`config.mk`:
```
export PLATFORM = sky130hd
export DESIGN_NAME = cmpu_core
export DESIGN_NICKNAME = d
export VERILOG_FILES = /design/src/inc/cmpu_pkg.sv /design/src/hw/cmpu_bound_cmp.sv /design/src/hw/cmpu_core.sv
export SDC_FILE = /design/constraint.sdc
export NUM_CORES = 1
export LEC_CHECK = 0
export BUFFER_PORTS_ARGS = -buffer_cell sky130_fd_sc_hd__buf_2
export CAP_MARGIN = 20
export CORE_MARGIN = 2
export CORE_UTILIZATION = 36
export CTS_CLUSTER_DIAMETER = 100
export CTS_CLUSTER_SIZE = 30
export DETAILED_ROUTE_END_ITERATION = 10
export PLACE_DENSITY = 0.89
export SLEW_MARGIN = 40
export SYNTH_ARGS = -nofsm -noshare
export SYNTH_HDL_FRONTEND = slang
export SYNTH_SLANG_ARGS = --single-unit
```
`constraint.sdc`:
```
create_clock -name i_clock -period 1.8 [get_ports i_clock]
set_input_delay 0.18 -clock i_clock [delete_from_list [all_inputs] [get_ports i_clock]]
set_output_delay 0.18 -clock i_clock [all_outputs]
set_load 0.01 [all_outputs]
```
`src/inc/cmpu_pkg.sv`:
```
// constants shared by the memory protect unit and its bound store
// assumes an 18-bit word, bit 0 the most significant, as on the i/o bus
package cmpu_pkg;
    // word and field widths
    localparam int WORD_W  = 18;   // memory and bus word
    localparam int BOUND_W = 5;    // boundary count width
    localparam int BANK_W  = 2;    // bank number, address bits 3..4
    localparam int LOW_W   = 3;    // address bits 5..7
    localparam int TRAP_W  = 5;    // trap vector width
    // field positions, bit 0 most significant
    localparam int BOUND_MSB  = 3;  // load data taken from bus bit 03
    localparam int BOUND_LSB  = 7;  // through bus bit 07
    localparam int OPC_MSB    = 0;  // opcode field bits 00..04
    localparam int OPC_LSB    = 4;
    localparam int MODE_BIT   = 2;  // saved mode bit of a word
    localparam int HALT_BIT   = 12; // operate halt micro bit
    localparam int SWITCH_BIT = 15; // operate switch-or micro bit
    // device selection code for this unit (17 octal)
    localparam logic [5:0] DEV_CODE = 6'h0f;
    // opcode decode patterns and masks over bits 00..04
    localparam logic [4:0] OPC_IO     = 5'h1c;
    localparam logic [4:0] OPC_IO_M   = 5'h1f;
    localparam logic [4:0] OPC_OPR    = 5'h1e;
    localparam logic [4:0] OPC_OPR_M  = 5'h1f;
    localparam logic [4:0] OPC_XCT    = 5'h08;
    localparam logic [4:0] OPC_XCT_M  = 5'h1e;
    // trap vectors: 20 octal with interrupts off, 0 with them on
    localparam logic [4:0] TRAP_PI_OFF = 5'h10;
    localparam logic [4:0] TRAP_PI_ON  = 5'h00;
    // values after reset
    localparam logic [4:0] BOUND_RESET = 5'h00;
    localparam logic [2:0] LOW_RESET   = 3'h0;
    localparam logic [1:0] BANK_RESET  = 2'h0;
endpackage

```
`src/hw/cmpu_bound_cmp.sv`:
```
// boundary register and address comparator
// assumes load and fetch strobes are one-cycle pulses on i_clock
`timescale 1ns/10ps
module cmpu_bound_cmp #(
    parameter int BW = 5  // boundary width
) (
    input  wire logic          i_clock,
    input  wire logic          i_reset,
    input  wire logic          i_load,      // load pulse
    input  wire logic [BW-1:0] i_load_data, // new count
    input  wire logic          i_fetch,     // address capture
    input  wire logic [1:0]    i_bank,      // address bits 3..4
    input  wire logic [2:0]    i_low,       // address bits 5..7
    output logic               o_below      // address under bound
);
    // boundary count in 2000-octal blocks from zero
    logic [BW-1:0] bound_reg;
    // captured address field, bank bits on top
    logic [1:0] addr_bank;
    logic [2:0] addr_low;
    // bit 7 of the field is the least weight
    wire  [4:0] addr_field = {addr_bank, addr_low};
    // strictly less: equal or above has no effect
    wire        next_below = (addr_field < bound_reg);
    // parallel load of the whole count
    always_ff @(posedge i_clock) begin
        if (i_reset) begin
            bound_reg <= cmpu_pkg::BOUND_RESET;
        end else if (i_load) begin
            bound_reg <= i_load_data;
        end
    end
    // address field captured on the fetch strobe
    always_ff @(posedge i_clock) begin
        if (i_reset) begin
            addr_bank <= cmpu_pkg::BANK_RESET;
            addr_low  <= cmpu_pkg::LOW_RESET;
        end else if (i_fetch) begin
            addr_bank <= i_bank;
            addr_low  <= i_low;
        end
    end
    // registered compare result
    always_ff @(posedge i_clock) begin
        if (i_reset) begin
            o_below <= 1'b0;
        end else begin
            o_below <= next_below;
        end
    end
endmodule

```
`src/hw/cmpu_core.sv`:
```
// memory protect unit: guard mode, violation monitor, trap request
// assumes all strobes are one-cycle pulses synchronous to i_clock
// Operation
// - load bus bits 03-07 into bound_reg
// - load only on select low, pulse four
// - bound counts 2000-octal blocks from zero
// - low two bits set protect 6000 octal
// - below_bound when address field strictly less
// - equal or above bound has no effect
// - bits 5-7 at fetch, 3-4 from bank
// - run state copies arm state on done
// - no run transfer during an io instruction
// - arm on enter, start key, debreak bit
// - disarm on jumps, reset, or violation
// - guarded state inhibits io timing pulses
// - guarded state blocks accumulator transfers
// - guarded state disables halt and switch-or
// - violation on listed instructions and references
// - suppress only halt or switch part
// - illegal ops decoded from buffer bits 00-04
// - illegal latch set at fetch entry
// - missing bank when wait and flag set
// - trap vector 20 or 0 by interrupts
// - trap only on violation in guarded mode
// - indirect, supervisor, key-started branch allowed
// - saved word bit 2 carries guarded state
`timescale 1ns/10ps
module cmpu_core #(
    parameter int WW = 18  // word width
) (
    // clock and io reset
    input  wire logic          i_clock,
    input  wire logic          i_reset,

    // programmed io bus
    input  wire logic [5:0]    i_device_code,
    input  wire logic          i_subdevice_select,
    input  wire logic          i_io_pulse_two,
    input  wire logic          i_io_pulse_four,
    input  wire logic [0:WW-1] i_io_bus,

    // processor address and timing
    input  wire logic          i_fetch_cycle,
    input  wire logic [2:0]    i_addr_low_bits,
    input  wire logic [1:0]    i_bank_addr_hi,
    input  wire logic          i_bank_ext_present,
    input  wire logic          i_instr_done,
    input  wire logic          i_device_io_instr,
    input  wire logic          i_fetch_entry_pulse,
    input  wire logic          i_wide_addressing_on,
    input  wire logic [0:WW-1] i_memory_buffer,

    // reference check
    input  wire logic          i_mem_ref_pulse,
    input  wire logic          i_direct_ref,
    input  wire logic          i_supervisor_instr,
    input  wire logic          i_branch_instr,
    input  wire logic          i_started_by_key,

    // missing bank detection
    input  wire logic          i_bank_reply_wait,
    input  wire logic          i_missing_bank_flag,

    // arm and disarm sources, then interrupts enabled for the trap vector
    input  wire logic          i_start_key,
    input  wire logic          i_protect_switch,
    input  wire logic          i_debreak_restore_instr,
    input  wire logic          i_intr_jump_zero,
    input  wire logic          i_priority_break_jump,
    input  wire logic          i_supervisor_jump,
    input  wire logic          i_program_interrupt,

    // guarded mode controls to the processor
    output logic               o_guarded_indicator,
    output logic               o_io_pulse_inhibit,
    output logic               o_block_ac_input,
    output logic               o_block_ac_output,
    output logic               o_halt_inhibit,
    output logic               o_console_inhibit,
    output logic               o_saved_mode_bit,

    // monitor and trap
    output logic               o_below_bound,
    output logic               o_violation_detect,
    output logic               o_trap_request,
    output logic [4:0]         o_trap_addr
);

    // opcode match under a mask, used by each decoder
    function automatic logic op_is(
        input logic [4:0] field,
        input logic [4:0] code,
        input logic [4:0] mask
    );
        op_is = ((field & mask) == code);
    endfunction

    // ---- state ----
    logic guarded_arm_state;   // armed, takes effect at done
    logic guarded_run_state;   // guarded mode active
    logic illegal_op_latch;    // opcode decoders enabled
    logic xct_seen;            // previous fetch was execute
    logic below_bound;         // compare result from store
    logic mode_out;            // mirrored guarded outputs
    logic viol_out;            // violation pulse
    logic trap_out;            // trap pulse
    logic [4:0] trap_vec;      // trap vector

    // ---- boundary load decode ----
    // device code matches this unit
    wire dev_hit =
        (i_device_code == cmpu_pkg::DEV_CODE);

    // load on pulse four with select at its low level
    // both share one code; the select level tells them apart
    wire load_bound_instr =
        dev_hit & i_io_pulse_four & ~i_subdevice_select;

    // enter guarded on pulse two with select high
    wire enter_guarded_instr =
        dev_hit & i_io_pulse_two & i_subdevice_select;

    // count carried on bus bits 03..07
    wire [4:0] bound_data =
        i_io_bus[cmpu_pkg::BOUND_MSB:cmpu_pkg::BOUND_LSB];
    // bank bits only when bank extension is fitted
    wire [1:0] bank_bits =
        i_bank_ext_present ? i_bank_addr_hi : cmpu_pkg::BANK_RESET;

    // boundary register and comparator
    cmpu_bound_cmp #(
        .BW (cmpu_pkg::BOUND_W)
    ) u_bound (
        .i_clock     (i_clock),
        .i_reset     (i_reset),
        .i_load      (load_bound_instr),
        .i_load_data (bound_data),
        .i_fetch     (i_fetch_cycle),
        .i_bank      (bank_bits),
        .i_low       (i_addr_low_bits),
        .o_below     (below_bound)
    );

    // ---- opcode decode ----
    // opcode field, bits 00..04
    wire [4:0] opc = i_memory_buffer[cmpu_pkg::OPC_MSB:cmpu_pkg::OPC_LSB];

    // io instruction class
    wire dec_io =
        op_is(opc, cmpu_pkg::OPC_IO, cmpu_pkg::OPC_IO_M);

    // operate class
    wire dec_opr =
        op_is(opc, cmpu_pkg::OPC_OPR, cmpu_pkg::OPC_OPR_M);

    // execute, direct or indirect
    wire dec_xct =
        op_is(opc, cmpu_pkg::OPC_XCT, cmpu_pkg::OPC_XCT_M);

    // halt micro bit inside an operate word
    wire dec_halt =
        dec_opr & i_memory_buffer[cmpu_pkg::HALT_BIT];

    // switch-or micro bit inside an operate word
    wire dec_console =
        dec_opr & i_memory_buffer[cmpu_pkg::SWITCH_BIT];

    // ---- violation sources ----
    // second execute in a chain; the first passes
    wire v_xct =
        illegal_op_latch & dec_xct & xct_seen;

    // halt, switch-or and any io instruction
    wire v_illegal = illegal_op_latch &
        (dec_halt | dec_console | dec_io);

    // missing bank: reply still awaited and flag raised
    wire v_bank =
        i_bank_reply_wait & i_missing_bank_flag;

    // branch into region unless started by the key
    wire v_branch =
        i_branch_instr & ~i_started_by_key;

    // direct reference by anything but a supervisor trap
    // indirect references into the region pass
    wire v_direct =
        i_direct_ref & ~i_supervisor_instr;

    // protected region reference, checked on the strobe
    wire v_region = i_mem_ref_pulse & below_bound &
        (v_branch | v_direct);

    // any violation this cycle
    wire violation =
        v_xct | v_illegal | v_bank | v_region;

    // trap needs both mode bits set as in the arm/run pair
    // outside guarded mode a violation is only reported
    wire trap_fire = violation & guarded_run_state &
        guarded_arm_state;

    // ---- arm state next value ----
    // set sources
    wire arm_set = enter_guarded_instr |
        (i_start_key & i_protect_switch) |
        (i_debreak_restore_instr &
         i_memory_buffer[cmpu_pkg::MODE_BIT]);
    // clear sources
    wire arm_clr = i_intr_jump_zero | i_priority_break_jump |
        i_supervisor_jump | violation;
    // clearing wins so a violation always disarms
    // an arming request in the same cycle is dropped
    wire next_arm = arm_clr ? 1'b0 :
        (arm_set ? 1'b1 : guarded_arm_state);

    // ---- run state next value ----
    // transfer on done, held off while an io instruction runs
    // so the io op that arms guarded mode ends unguarded
    wire run_take =
        i_instr_done & ~i_device_io_instr;

    // copy the armed state, set or clear
    wire next_run =
        run_take ? guarded_arm_state : guarded_run_state;

    // ---- illegal latch next value ----
    // set at fetch entry with wide addressing off
    wire latch_set =
        i_fetch_entry_pulse & ~i_wide_addressing_on;

    // opens the decoders for the following cycle only
    wire next_latch = latch_set;

    // ---- execute chain next value ----
    // follows the decoded class each time decoders open
    wire next_xct_seen =
        illegal_op_latch ? dec_xct : xct_seen;

    // ---- trap vector ----
    // zero with interrupts enabled, 20 octal otherwise
    wire [4:0] next_vec = i_program_interrupt ?
        cmpu_pkg::TRAP_PI_ON : cmpu_pkg::TRAP_PI_OFF;

    // arm state register
    always_ff @(posedge i_clock) begin
        if (i_reset) begin
            guarded_arm_state <= 1'b0;
        end else begin
            guarded_arm_state <= next_arm;
        end
    end

    // run state register
    always_ff @(posedge i_clock) begin
        if (i_reset) begin
            guarded_run_state <= 1'b0;
        end else begin
            guarded_run_state <= next_run;
        end
    end

    // illegal opcode latch
    always_ff @(posedge i_clock) begin
        if (i_reset) begin
            illegal_op_latch <= 1'b0;
        end else begin
            illegal_op_latch <= next_latch;
        end
    end

    // execute chain tracker
    always_ff @(posedge i_clock) begin
        if (i_reset) begin
            xct_seen <= 1'b0;
        end else begin
            xct_seen <= next_xct_seen;
        end
    end

    // guarded controls follow the run state next value
    always_ff @(posedge i_clock) begin
        if (i_reset) begin
            mode_out <= 1'b0;
        end else begin
            mode_out <= next_run;
        end
    end

    // violation pulse, one per violating cycle
    always_ff @(posedge i_clock) begin
        if (i_reset) begin
            viol_out <= 1'b0;
        end else begin
            viol_out <= violation;
        end
    end

    // trap pulse, only for a violation in guarded mode
    always_ff @(posedge i_clock) begin
        if (i_reset) begin
            trap_out <= 1'b0;
        end else begin
            trap_out <= trap_fire;
        end
    end

    // vector held from the trap onward
    always_ff @(posedge i_clock) begin
        if (i_reset) begin
            trap_vec <= cmpu_pkg::TRAP_PI_OFF;
        end else if (trap_fire) begin
            trap_vec <= next_vec;
        end
    end

    // ---- outputs, each from a flip-flop ----
    // mode seen by the processor io control
    assign o_guarded_indicator = mode_out;

    // timing pulses suppressed, so every io op is dead
    assign o_io_pulse_inhibit  = mode_out;

    // no input into the accumulator
    assign o_block_ac_input    = mode_out;

    // no output from the accumulator
    assign o_block_ac_output   = mode_out;

    // only the halt micro function is stopped
    assign o_halt_inhibit      = mode_out;

    // only the switch-or micro function is stopped
    assign o_console_inhibit   = mode_out;

    // bit 2 of any saved state word
    assign o_saved_mode_bit    = mode_out;

    // compare result straight from the store
    assign o_below_bound       = below_bound;

    // one-cycle violation marker
    assign o_violation_detect  = viol_out;

    // one-cycle trap request to the processor
    assign o_trap_request      = trap_out;

    // jump target of the effective subroutine call
    assign o_trap_addr         = trap_vec;

endmodule

```
# ---- Word level (Yosys, flattened, before mapping)
# Cells that the tools add are included.
dict set report totals {
  regBits 22
  latch_bits 0
  ramBits 0
  mem_bits_ro 0
  in_bits 72
  out_inout_bits 15
  wordCells 55
  n_memories 0
}
dict set report op_classes {
  n_addsub 0
  n_mul 0
  div 0
  n_lt_le_gt_ge 1
  n_eq_ne 4
  n_shift 0
  muxes 2
  bitwise 36
  reduce_logical 1
}
# cell n
set ops {}
lappend ops {{bitwise AND 1 bit} 20}
lappend ops {{OR 1 bit} 11}
lappend ops {{== test 5 bit, second input constant} 2}
lappend ops {{== test 6 x 4 -> 1 bit, second input constant} 1}
lappend ops {{less-than comparator 5 bit} 1}
lappend ops {{2-to-1 mux 5 bit} 1}
lappend ops {{inverter 1 bit} 5}
lappend ops {{== test 4 x 3 -> 1 bit, second input constant} 1}
lappend ops {{2-to-1 mux 2 bit} 1}
lappend ops {{OR reduction 2 bit} 1}

# ---- Depth between registers and ports, before layout
# Gate-level depths: netlist of the first run.
dict set report depth {
  depth_word 10
  depth_mapped 6
  mapped_depth_nobuf 6
}

# ---- Modules after synthesis
# From an unflattened synthesis of the first run, not the netlist that was laid out.
dict set report unflattened {
  hier_cells 99
  area_unflattened_um2 910.9
}
# mod instances cells_each area_per_inst_um2 seq_area_each_um2
set modules_own_cells {}
lappend modules_own_cells {cmpu_bound_cmp 1 48 476.7 220.2}
lappend modules_own_cells {cmpu_core 1 51 434.2 140.1}

# ---- Least setup slack after synthesis of the first run
# Ideal clock, no wire load.
dict set report synth_timing {
  path_kind {register -> register}
  startpoint {register u_bound.bound_reg[1]}
  endpoint {register u_bound.o_below}
  setup_time_ns 0.086
  t_arrival_ns 1.253
  required_ns 1.714
  slack_ns 0.461
  path_stages_with_launch 7
  path_buffers 0
  period_less_slack_ns 1.339
  path_cell_list {dfxtp_1 -> inv_1 -> ha_1 -> a21o_1 -> a21o_1 -> a21o_1 -> a211oi_1}
}
dict set report synth_between {
  elab_chain_cells 1
}
# item line_no
set synth_rtl {}
lappend synth_rtl {{start, declared} cmpu_bound_cmp.sv:17} ;# logic [BW-1:0] bound_reg;
lappend synth_rtl {{start signal, assigned} cmpu_bound_cmp.sv:28} ;# bound_reg <= cmpu_pkg::BOUND_RESET;
lappend synth_rtl {{start signal, assigned} cmpu_bound_cmp.sv:30} ;# bound_reg <= i_load_data;
lappend synth_rtl {{less-than comparator 5 bit} cmpu_bound_cmp.sv:24} ;# wire next_below = (addr_field < bound_reg);
lappend synth_rtl {{end signal, assigned} cmpu_bound_cmp.sv:48} ;# o_below <= next_below;
lappend synth_rtl {{end, declared} cmpu_bound_cmp.sv:14} ;# output logic o_below
# Every way passes these cells.
# A chain may end at the register's enable or synchronous reset.

# ---- Worst setup path in the final report of the first run
# Ends and elaborated chain as after synthesis.

==> results of run 1 <==
==> layout make-up <==
type,count,area (sq um),share of cell area (%)
Inverter,6,22.52,1.873
Tap cell,30,37.54,3.122
Multi-Input combinational cell,64,455.4,37.88
Sequential cell,18,360.3,29.97
Clock buffer,4,36.28,3.018
Timing Repair Buffer,58,290.3,24.14
==> where the power goes <==
group          internal, W  switching (W)
Sequential        0.000409     0.00000551
Clock             0.000123       0.000117
Combinational    0.0000619      0.0000460
==> critical path: cells and delay by family (launching register included) <==
family | cells | cell delay [ns]
compound gates | 4 | 0.72
flops | 1 | 0.34
fa+ha+maj | 1 | 0.26
buf+inv | 1 | 0.04
==> layout by cell type, fill, tap and decap left out <==
master | netlist | final
a221oi_1 | 1 | 1
nor3_1 | 1 | 1
dfxtp_1 | 18 | 18
ha_1 | 4 | 4
o311ai_0 | 1 | 1
nor4_1 | 1 | 1
clkbuf_4 | 0 | 3
nand2_1 | 3 | 3
nor3b_1 | 1 | 1
and4b_1 | 1 | 1
o41a_1 | 1 | 1
or3_4 | 1 | 1
and3_1 | 1 | 1
o211ai_1 | 1 | 1
nand2b_1 | 3 | 3
nor3b_4 | 1 | 1
a21o_1 | 3 | 3
and4_1 | 1 | 1
clkbuf_8 | 0 | 1
nor2_1 | 12 | 12
conb_1 | 1 | 4
buf_2 | 0 | 58
inv_1 | 6 | 6
nand3_1 | 3 | 3
a21oi_1 | 2 | 2
nor2b_1 | 3 | 3
nand4_1 | 1 | 1
nor4b_2 | 1 | 1
a211oi_1 | 1 | 1
mux2i_1 | 10 | 10
o21ai_0 | 2 | 2
==> worst paths after layout <==
kind | startpoint | to | depth (start not counted)
setup / recovery | u_bound.bound_reg[1] | u_bound.o_below | 6
hold / removal | i_wide_addressing_on | illegal_op_latch | 2
setup reg to reg | u_bound.bound_reg[1] | u_bound.o_below | 6
hold reg to reg | u_bound.addr_bank[1] | u_bound.addr_bank[1] | 2
==> metrics by stage <==
stage,cells,setup slack (ns),power [W],hold slack (ns)
after floorplan,101,0.4609,0.0004774,0.2561
after global placement,176,0.3174,0.0005302,0.3441
after detailed placement,176,0.2937,0.0005326,0.3437
after CTS,180,0.3299,0.0007781,0.02659
after global routing,180,0.2386,0.0008046,0.02774
final,180,0.3399,0.0007625,0.03965
==> layer usage <==
layer	GRT usage, %	vias to the layer above
met5	0	-
met4	5.000	0
met3	2.732	2
met2	25.30	42
met1	10.98	360
li1	-	427
==> cells by family after synthesis <==
kind of cell,share of synthesized area [%]
buffers and inverters,11.92
DFF,39.45
and+or+nand+nor,22.33
adders and majority gates,5.480
muxes,10.96
AOI/OAI and AO/OA,9.453
other,0.4106
==> flow_summary_export.csv, run 1 <==
group,metric,value,unit
status,status,"completed",
critical_path,cp-end-kind,"register",
final_layout,nFillCells,231,
clock_tree,holdBufCountCts,0,
route,postRouteAntennaNets,0,
global_route,first_global_vias,674,
logic_synthesis,synth-async-reset-ratio,0,%
final_layout,diodes,0,
logic_synthesis,ys_seq_area_share,39.45,%
power,ir_worst_vdd,0.0003705,V
clock_tree,root_buffer,"clkbuf_4",
floorplanning,core.rowCount,18,
logic_synthesis,synth_cell_types,31,
route,routed-wl-met3,226,um
floorplanning,start_util,37.55,%
global_route,grtUsageTotal,12.21,%
placed_design,place.gp.congestion,0.6123,
power,p_leak,0.5782,nW
critical_path,required,2.00,ns
route,dr.pass1.iters,4,
worst_hold_path,hold_class,"input port to register",
logic_synthesis,synth_edf_count,0,
critical_path,max_stage_delay,0.34,ns
logic_synthesis,yosys-top-cells-count,"dfxtp_1, nor2_1, buf_4, mux2i_1, inv_1",
clock_tree,clock_path_buffers,2,
timing,period_needed,1.460,ns
logic_synthesis,synthCells,98,
run,drv_cap,0,
timing,slew_viol_final,0,
power,power_density,634.2,nW/um^2
logic_synthesis,yosys_warnings,0,
global_route,antenna_found_initial,0,
timing,hold_viol_final,0,
final_layout,nNetsFinal,227,
global_route,grt_pass1_wl,2601,um
route,wl_met1,679,um
final_layout,syn_to_final_growth,31.64,%
final_layout,largest_reg_flops,5,
clock_tree,clkLatencyLatePin,0.28,ns
critical_path,startpoint_type,"register",
timing,fin_setup_tns,0,ns
final_layout,drive_above_1_share,43.33,%
timing,max_freq,684.9,MHz
logic_synthesis,ys.flop_type,"dfxtp_1",
critical_path,worst-setup-path-type,"register to register",
route,drc,0,
critical_path,timing.critical_path.arrival,1.66,ns
route,first_iter_violations,1,
timing,finalSetupViolCount,0,
critical_path,crit_fanout,2,
floorplanning,die_y,54.37,um
route,met2_wirelength,887,um
logic_synthesis,synth_top_cell_by_area,"dfxtp_1",
floorplanning,dieWidth,54.37,um
critical_path,cp_cell_sequence,"inv_1, ha_1, a21o_1, a21o_1, a21o_1, a211oi_1",
floorplanning,fp.dieArea,2956,sq um
logic_synthesis,synth_area_leaders,"dfxtp_1, mux2i_1, buf_4",
logic_synthesis,ys_seq_elements,18,
timing,rsz0062_at_grt,"false",
global_route,grt_overflow_total,0,
timing,final.period_utilization,81.12,%
placed_design,port-buffer-count,58,
logic_synthesis,synth_most_common_cell,"dfxtp_1",
clock_tree,path_clk_slew,0.10,ns
placed_design,place_area,1166,sq um
clock_tree,cts_num_sinks,18,
critical_path,cp_slowest_cell,"dfxtp_1",
clock_tree,cts_tree,"built",
route,drt_wl_total,1798,um
critical_path,r2r_slack,0.34,ns
final_layout,fin_util,49.43,%
floorplanning,io_pins,87,
route,via_count,831,
timing,skew,0.001793,ns
global_route,grt_max_degree,20,
route,viasPerCell,4.617,
critical_path,worst_path_most_repeated_cell,"a21o_1",
logic_synthesis,synth_top_area_share,39.45,%
clock_tree,cts_resized,0,
final_layout,finalInstanceArea,1202,sq um
placed_design,hpwl,1503,um
floorplanning,coreArea,2432,sq um
logic_synthesis,postSynthAreaPerCell,9.320,sq um
clock_tree,post_cts_buffers,0,
route,wl_per_cell,9.989,um
route,highest_layer,"met4",
clock_tree,numCtsBuffers,3,
clock_tree,htreeDepth,1,
logic_synthesis,synth_area,913.4,sq um
No activity file was read; power rests on OpenSTA's default activity.
==> run 2: changes to the inputs <==
--- a/config.mk
+++ b/config.mk
@@ -8,11 +8,11 @@
 export BUFFER_PORTS_ARGS = -buffer_cell sky130_fd_sc_hd__buf_2
 export CAP_MARGIN = 20
 export CORE_MARGIN = 2
-export CORE_UTILIZATION = 36
+export CORE_UTILIZATION = 32
 export CTS_CLUSTER_DIAMETER = 100
 export CTS_CLUSTER_SIZE = 30
 export DETAILED_ROUTE_END_ITERATION = 10
-export PLACE_DENSITY = 0.89
+export PLACE_DENSITY = 0.85
 export SLEW_MARGIN = 40
 export SYNTH_ARGS = -nofsm -noshare
 export SYNTH_HDL_FRONTEND = slang
==> constraint.sdc (replaced) <==
create_clock -name i_clock -period 1.2 [get_ports i_clock]
set_input_delay 0.12 -clock i_clock [delete_from_list [all_inputs] [get_ports i_clock]]
set_output_delay 0.12 -clock i_clock [all_outputs]
set_load 0.01 [all_outputs]
==> run 2 against run 1 <==
  * The flow now finishes with violations (setup timing)
  * Hold slack improved by 0.010 ns
  * Sequential share of layout area down 1.6 points
  * Critical path depth unchanged
  * Power rose by 56%
  * Count of clock-buffer cells in the layout stayed put
  * Maximum frequency increased by 14%
  * Worst setup slack worse by 0.42 ns
  * Critical path type unchanged
  * Critical endpoint unchanged
  * Largest power group unchanged
==> flow_summary_export.csv, run 2 (same netlist as run 1, synthesis figures left out) <==
group,metric,value,unit
placed_design,place_area,1215,sq um
floorplanning,io_pins,87,
route,dr.pass1.iters,2,
route,via_count,877,
status,status,"finished with violations",
timing,slew_viol_final,0,
worst_hold_path,hold_start,"i_addr_low_bits[0]",
critical_path,r2r_end,"u_bound.o_below",
global_route,grt_pass1_wl,3125,um
final_layout,largest_reg_flops,5,
final_layout,diodes,0,
placed_design,dp.cells,183,
critical_path,max_stage_delay,0.35,ns
power,ir_worst_vdd,0.0006224,V
clock_tree,htreeDepth,1,
critical_path,reg2reg_depth,6,
critical_path,worst-setup-path-type,"register to register",
worst_hold_path,holdPathEnd,"u_bound.addr_low[0]",
global_route,first_global_vias,758,
route,wl_per_cell,11.26,um
clock_tree,cts_num_sinks,18,
power,power_density,927.7,nW/um^2
floorplanning,coreArea,2734,sq um
global_route,grt_overflow_total,0,
final_layout,syn_to_final_growth,40.55,%
clock_tree,numCtsBuffers,3,
placed_design,hpwl,1732,um
global_route,grt_use_met1,12.13,%
placed_design,place.gp.congestion,0.8183,
global_route,antenna_found_initial,0,
power,p_leak,0.6188,nW
clock_tree,cts_tree,"built",
critical_path,r2r_slack,-0.08,ns
final_layout,fin_cells,188,
timing,hold_viol_final,0,
global_route,met3_usage,3.401,%
floorplanning,dieWidth,57.43,um
critical_path,crit_fanout,2,
power,switchingPower,0.0002837,W
power,p_comb_share,15.7,%
global_route,grt_max_degree,20,
critical_path,cp_top_family,"compound AO/OA/AOI/OAI gates",
route,viasPerCell,4.665,
final_layout,finalInstanceArea,1284,sq um
final_layout,fin_util,46.96,%
worst_hold_path,hold_class,"input port to register",
global_route,gr-usage-met2,23.38,%
critical_path,crit_buf_inv,1,
critical_path,required,1.43,ns
timing,finalSetupViolCount,2,
timing,worst_slack,-0.08486,ns
worst_hold_path,hold_depth,3,
timing,skew,0.002564,ns
route,drc,0,
critical_path,cp_cell_sequence,"inv_2, ha_4, a21o_1, a21o_1, a21o_1, a211oi_2",
final_layout,final_cell_mix,"buf_2, dfxtp_1, nor2_1, mux2i_1",
clock_tree,path_clk_slew,0.10,ns
status,violations,"setup timing",
route,postRouteAntennaNets,0,
clock_tree,root_buffer,"clkbuf_4",
floorplanning,start_util,33.41,%
power,p_int,0.0009072,W
clock_tree,clkLatencyLatePin,0.30,ns
critical_path,timing.critical_path.arrival,1.52,ns
timing,max_freq,778.3,MHz
critical_path,startpoint_type,"register",
floorplanning,core.rowCount,19,
critical_path,worst_path_most_repeated_cell,"a21o_1",
global_route,grtUsageTotal,12.91,%
timing,holdWs,0.05015,ns
critical_path,cp-end-kind,"register",
timing,period_needed,1.285,ns
critical_path,crit-reg2reg-launch,"u_bound.bound_reg[1]",
run,drv_cap,0,
timing,rsz0062_at_grt,"true",
power,clock_power_share,32.1,%
placed_design,port-buffer-count,58,
floorplanning,fp.dieArea,3298,sq um
power,p_seq_share,52.3,%
global_route,grt_busiest_layer,"met2",
floorplanning,die_y,57.43,um
route,drt_wl_total,2116,um
timing,final.period_utilization,107.1,%
route,first_iter_violations,26,
final_layout,nNetsFinal,234,
critical_path,cp_slowest_cell,"dfxtp_2",
final_layout,final_common_cell,"buf_2",
power,switching_share,23.82,%
final_layout,drive_above_1_share,49.04,%
clock_tree,clock_path_buffers,2,
## run 2: cell types whose count changed in the layout (fill, tap and decap cells not counted), sizes merged
cell         previous run  this run
buf                    58        64
dlygate4sd3             0         1
## run 2: repair_timing
| item | CTS | global route |
|---|---|---|
| hold endpoints to repair | 1 | 0 |
| buffers inserted | 0 | 0 |
| pin swaps | 1 | 0 |
| resized for setup | 5 | 1 |
| endpoints found under the setup margin | 2 | 4 |
| hold buffers | 1 | 0 |
## run 2: worst max path at each step
stage	cells past startpoint	start	slack [ns]	endpoint
2_1_floorplan	6	u_bound.bound_reg[1]	-0.08	u_bound.o_below
3_3_place_gp	6	u_bound.bound_reg[1]	-0.15	u_bound.o_below
3_5_place_dp	7	i_device_code[2]	-0.17	u_bound.bound_reg[2]
4_1_cts	6	u_bound.bound_reg[1]	-0.10	u_bound.o_below
5_1_grt	6	u_bound.bound_reg[1]	-0.15	u_bound.o_below
6_report	6	u_bound.bound_reg[1]	-0.08	u_bound.o_below
## run 2: power groups by stage
stage	Clock [W]	Sequential, W	Combinational (W)
finish	0.000382	0.000623	0.000186
global route	0.000418	0.000625	0.000205
CTS	0.000390	0.000623	0.000187
detailed placement	0	0.000635	0.000178
global placement	0	0.000635	0.000174
floorplan	0	0.000636	0.0000801
## run 2: routing by layer
metal / vias to the layer above / part of all wire [%]
met1: 380 / 37
li1: 445 / -
met4: 0 / 3.1
met5: - / 0
met2: 47 / 49
met3: 5 / 11
## run 2: area by class of cell
| cell class | instances | area, sq um |
|---|---|---|
| Tap cell | 31 | 38.79 |
| Fill cell | 262 | 1450 |
| Inverter | 6 | 22.52 |
| Sequential cell | 18 | 364.1 |
| Timing Repair Buffer | 65 | 349.1 |
| Multi-Input combinational cell | 64 | 473.0 |
| Clock buffer | 4 | 36.28 |
## run 2: tightest hold or removal path: stages
cell     delay [ns]
buf_2          0.08
mux2i_1        0.06
nor2_1         0.07
## run 2: stage by stage
step | setup TNS [ns] | setup WS, ns | power [W]
finish | -0.09401 | -0.08486 | 0.001191
CTS | -0.1044 | -0.1044 | 0.001200
detailed placement | -1.081 | -0.1704 | 0.0008133
global placement | -0.9408 | -0.1533 | 0.0008086
floorplan | -0.2570 | -0.08299 | 0.0007164
global route | -0.2408 | -0.1458 | 0.001248
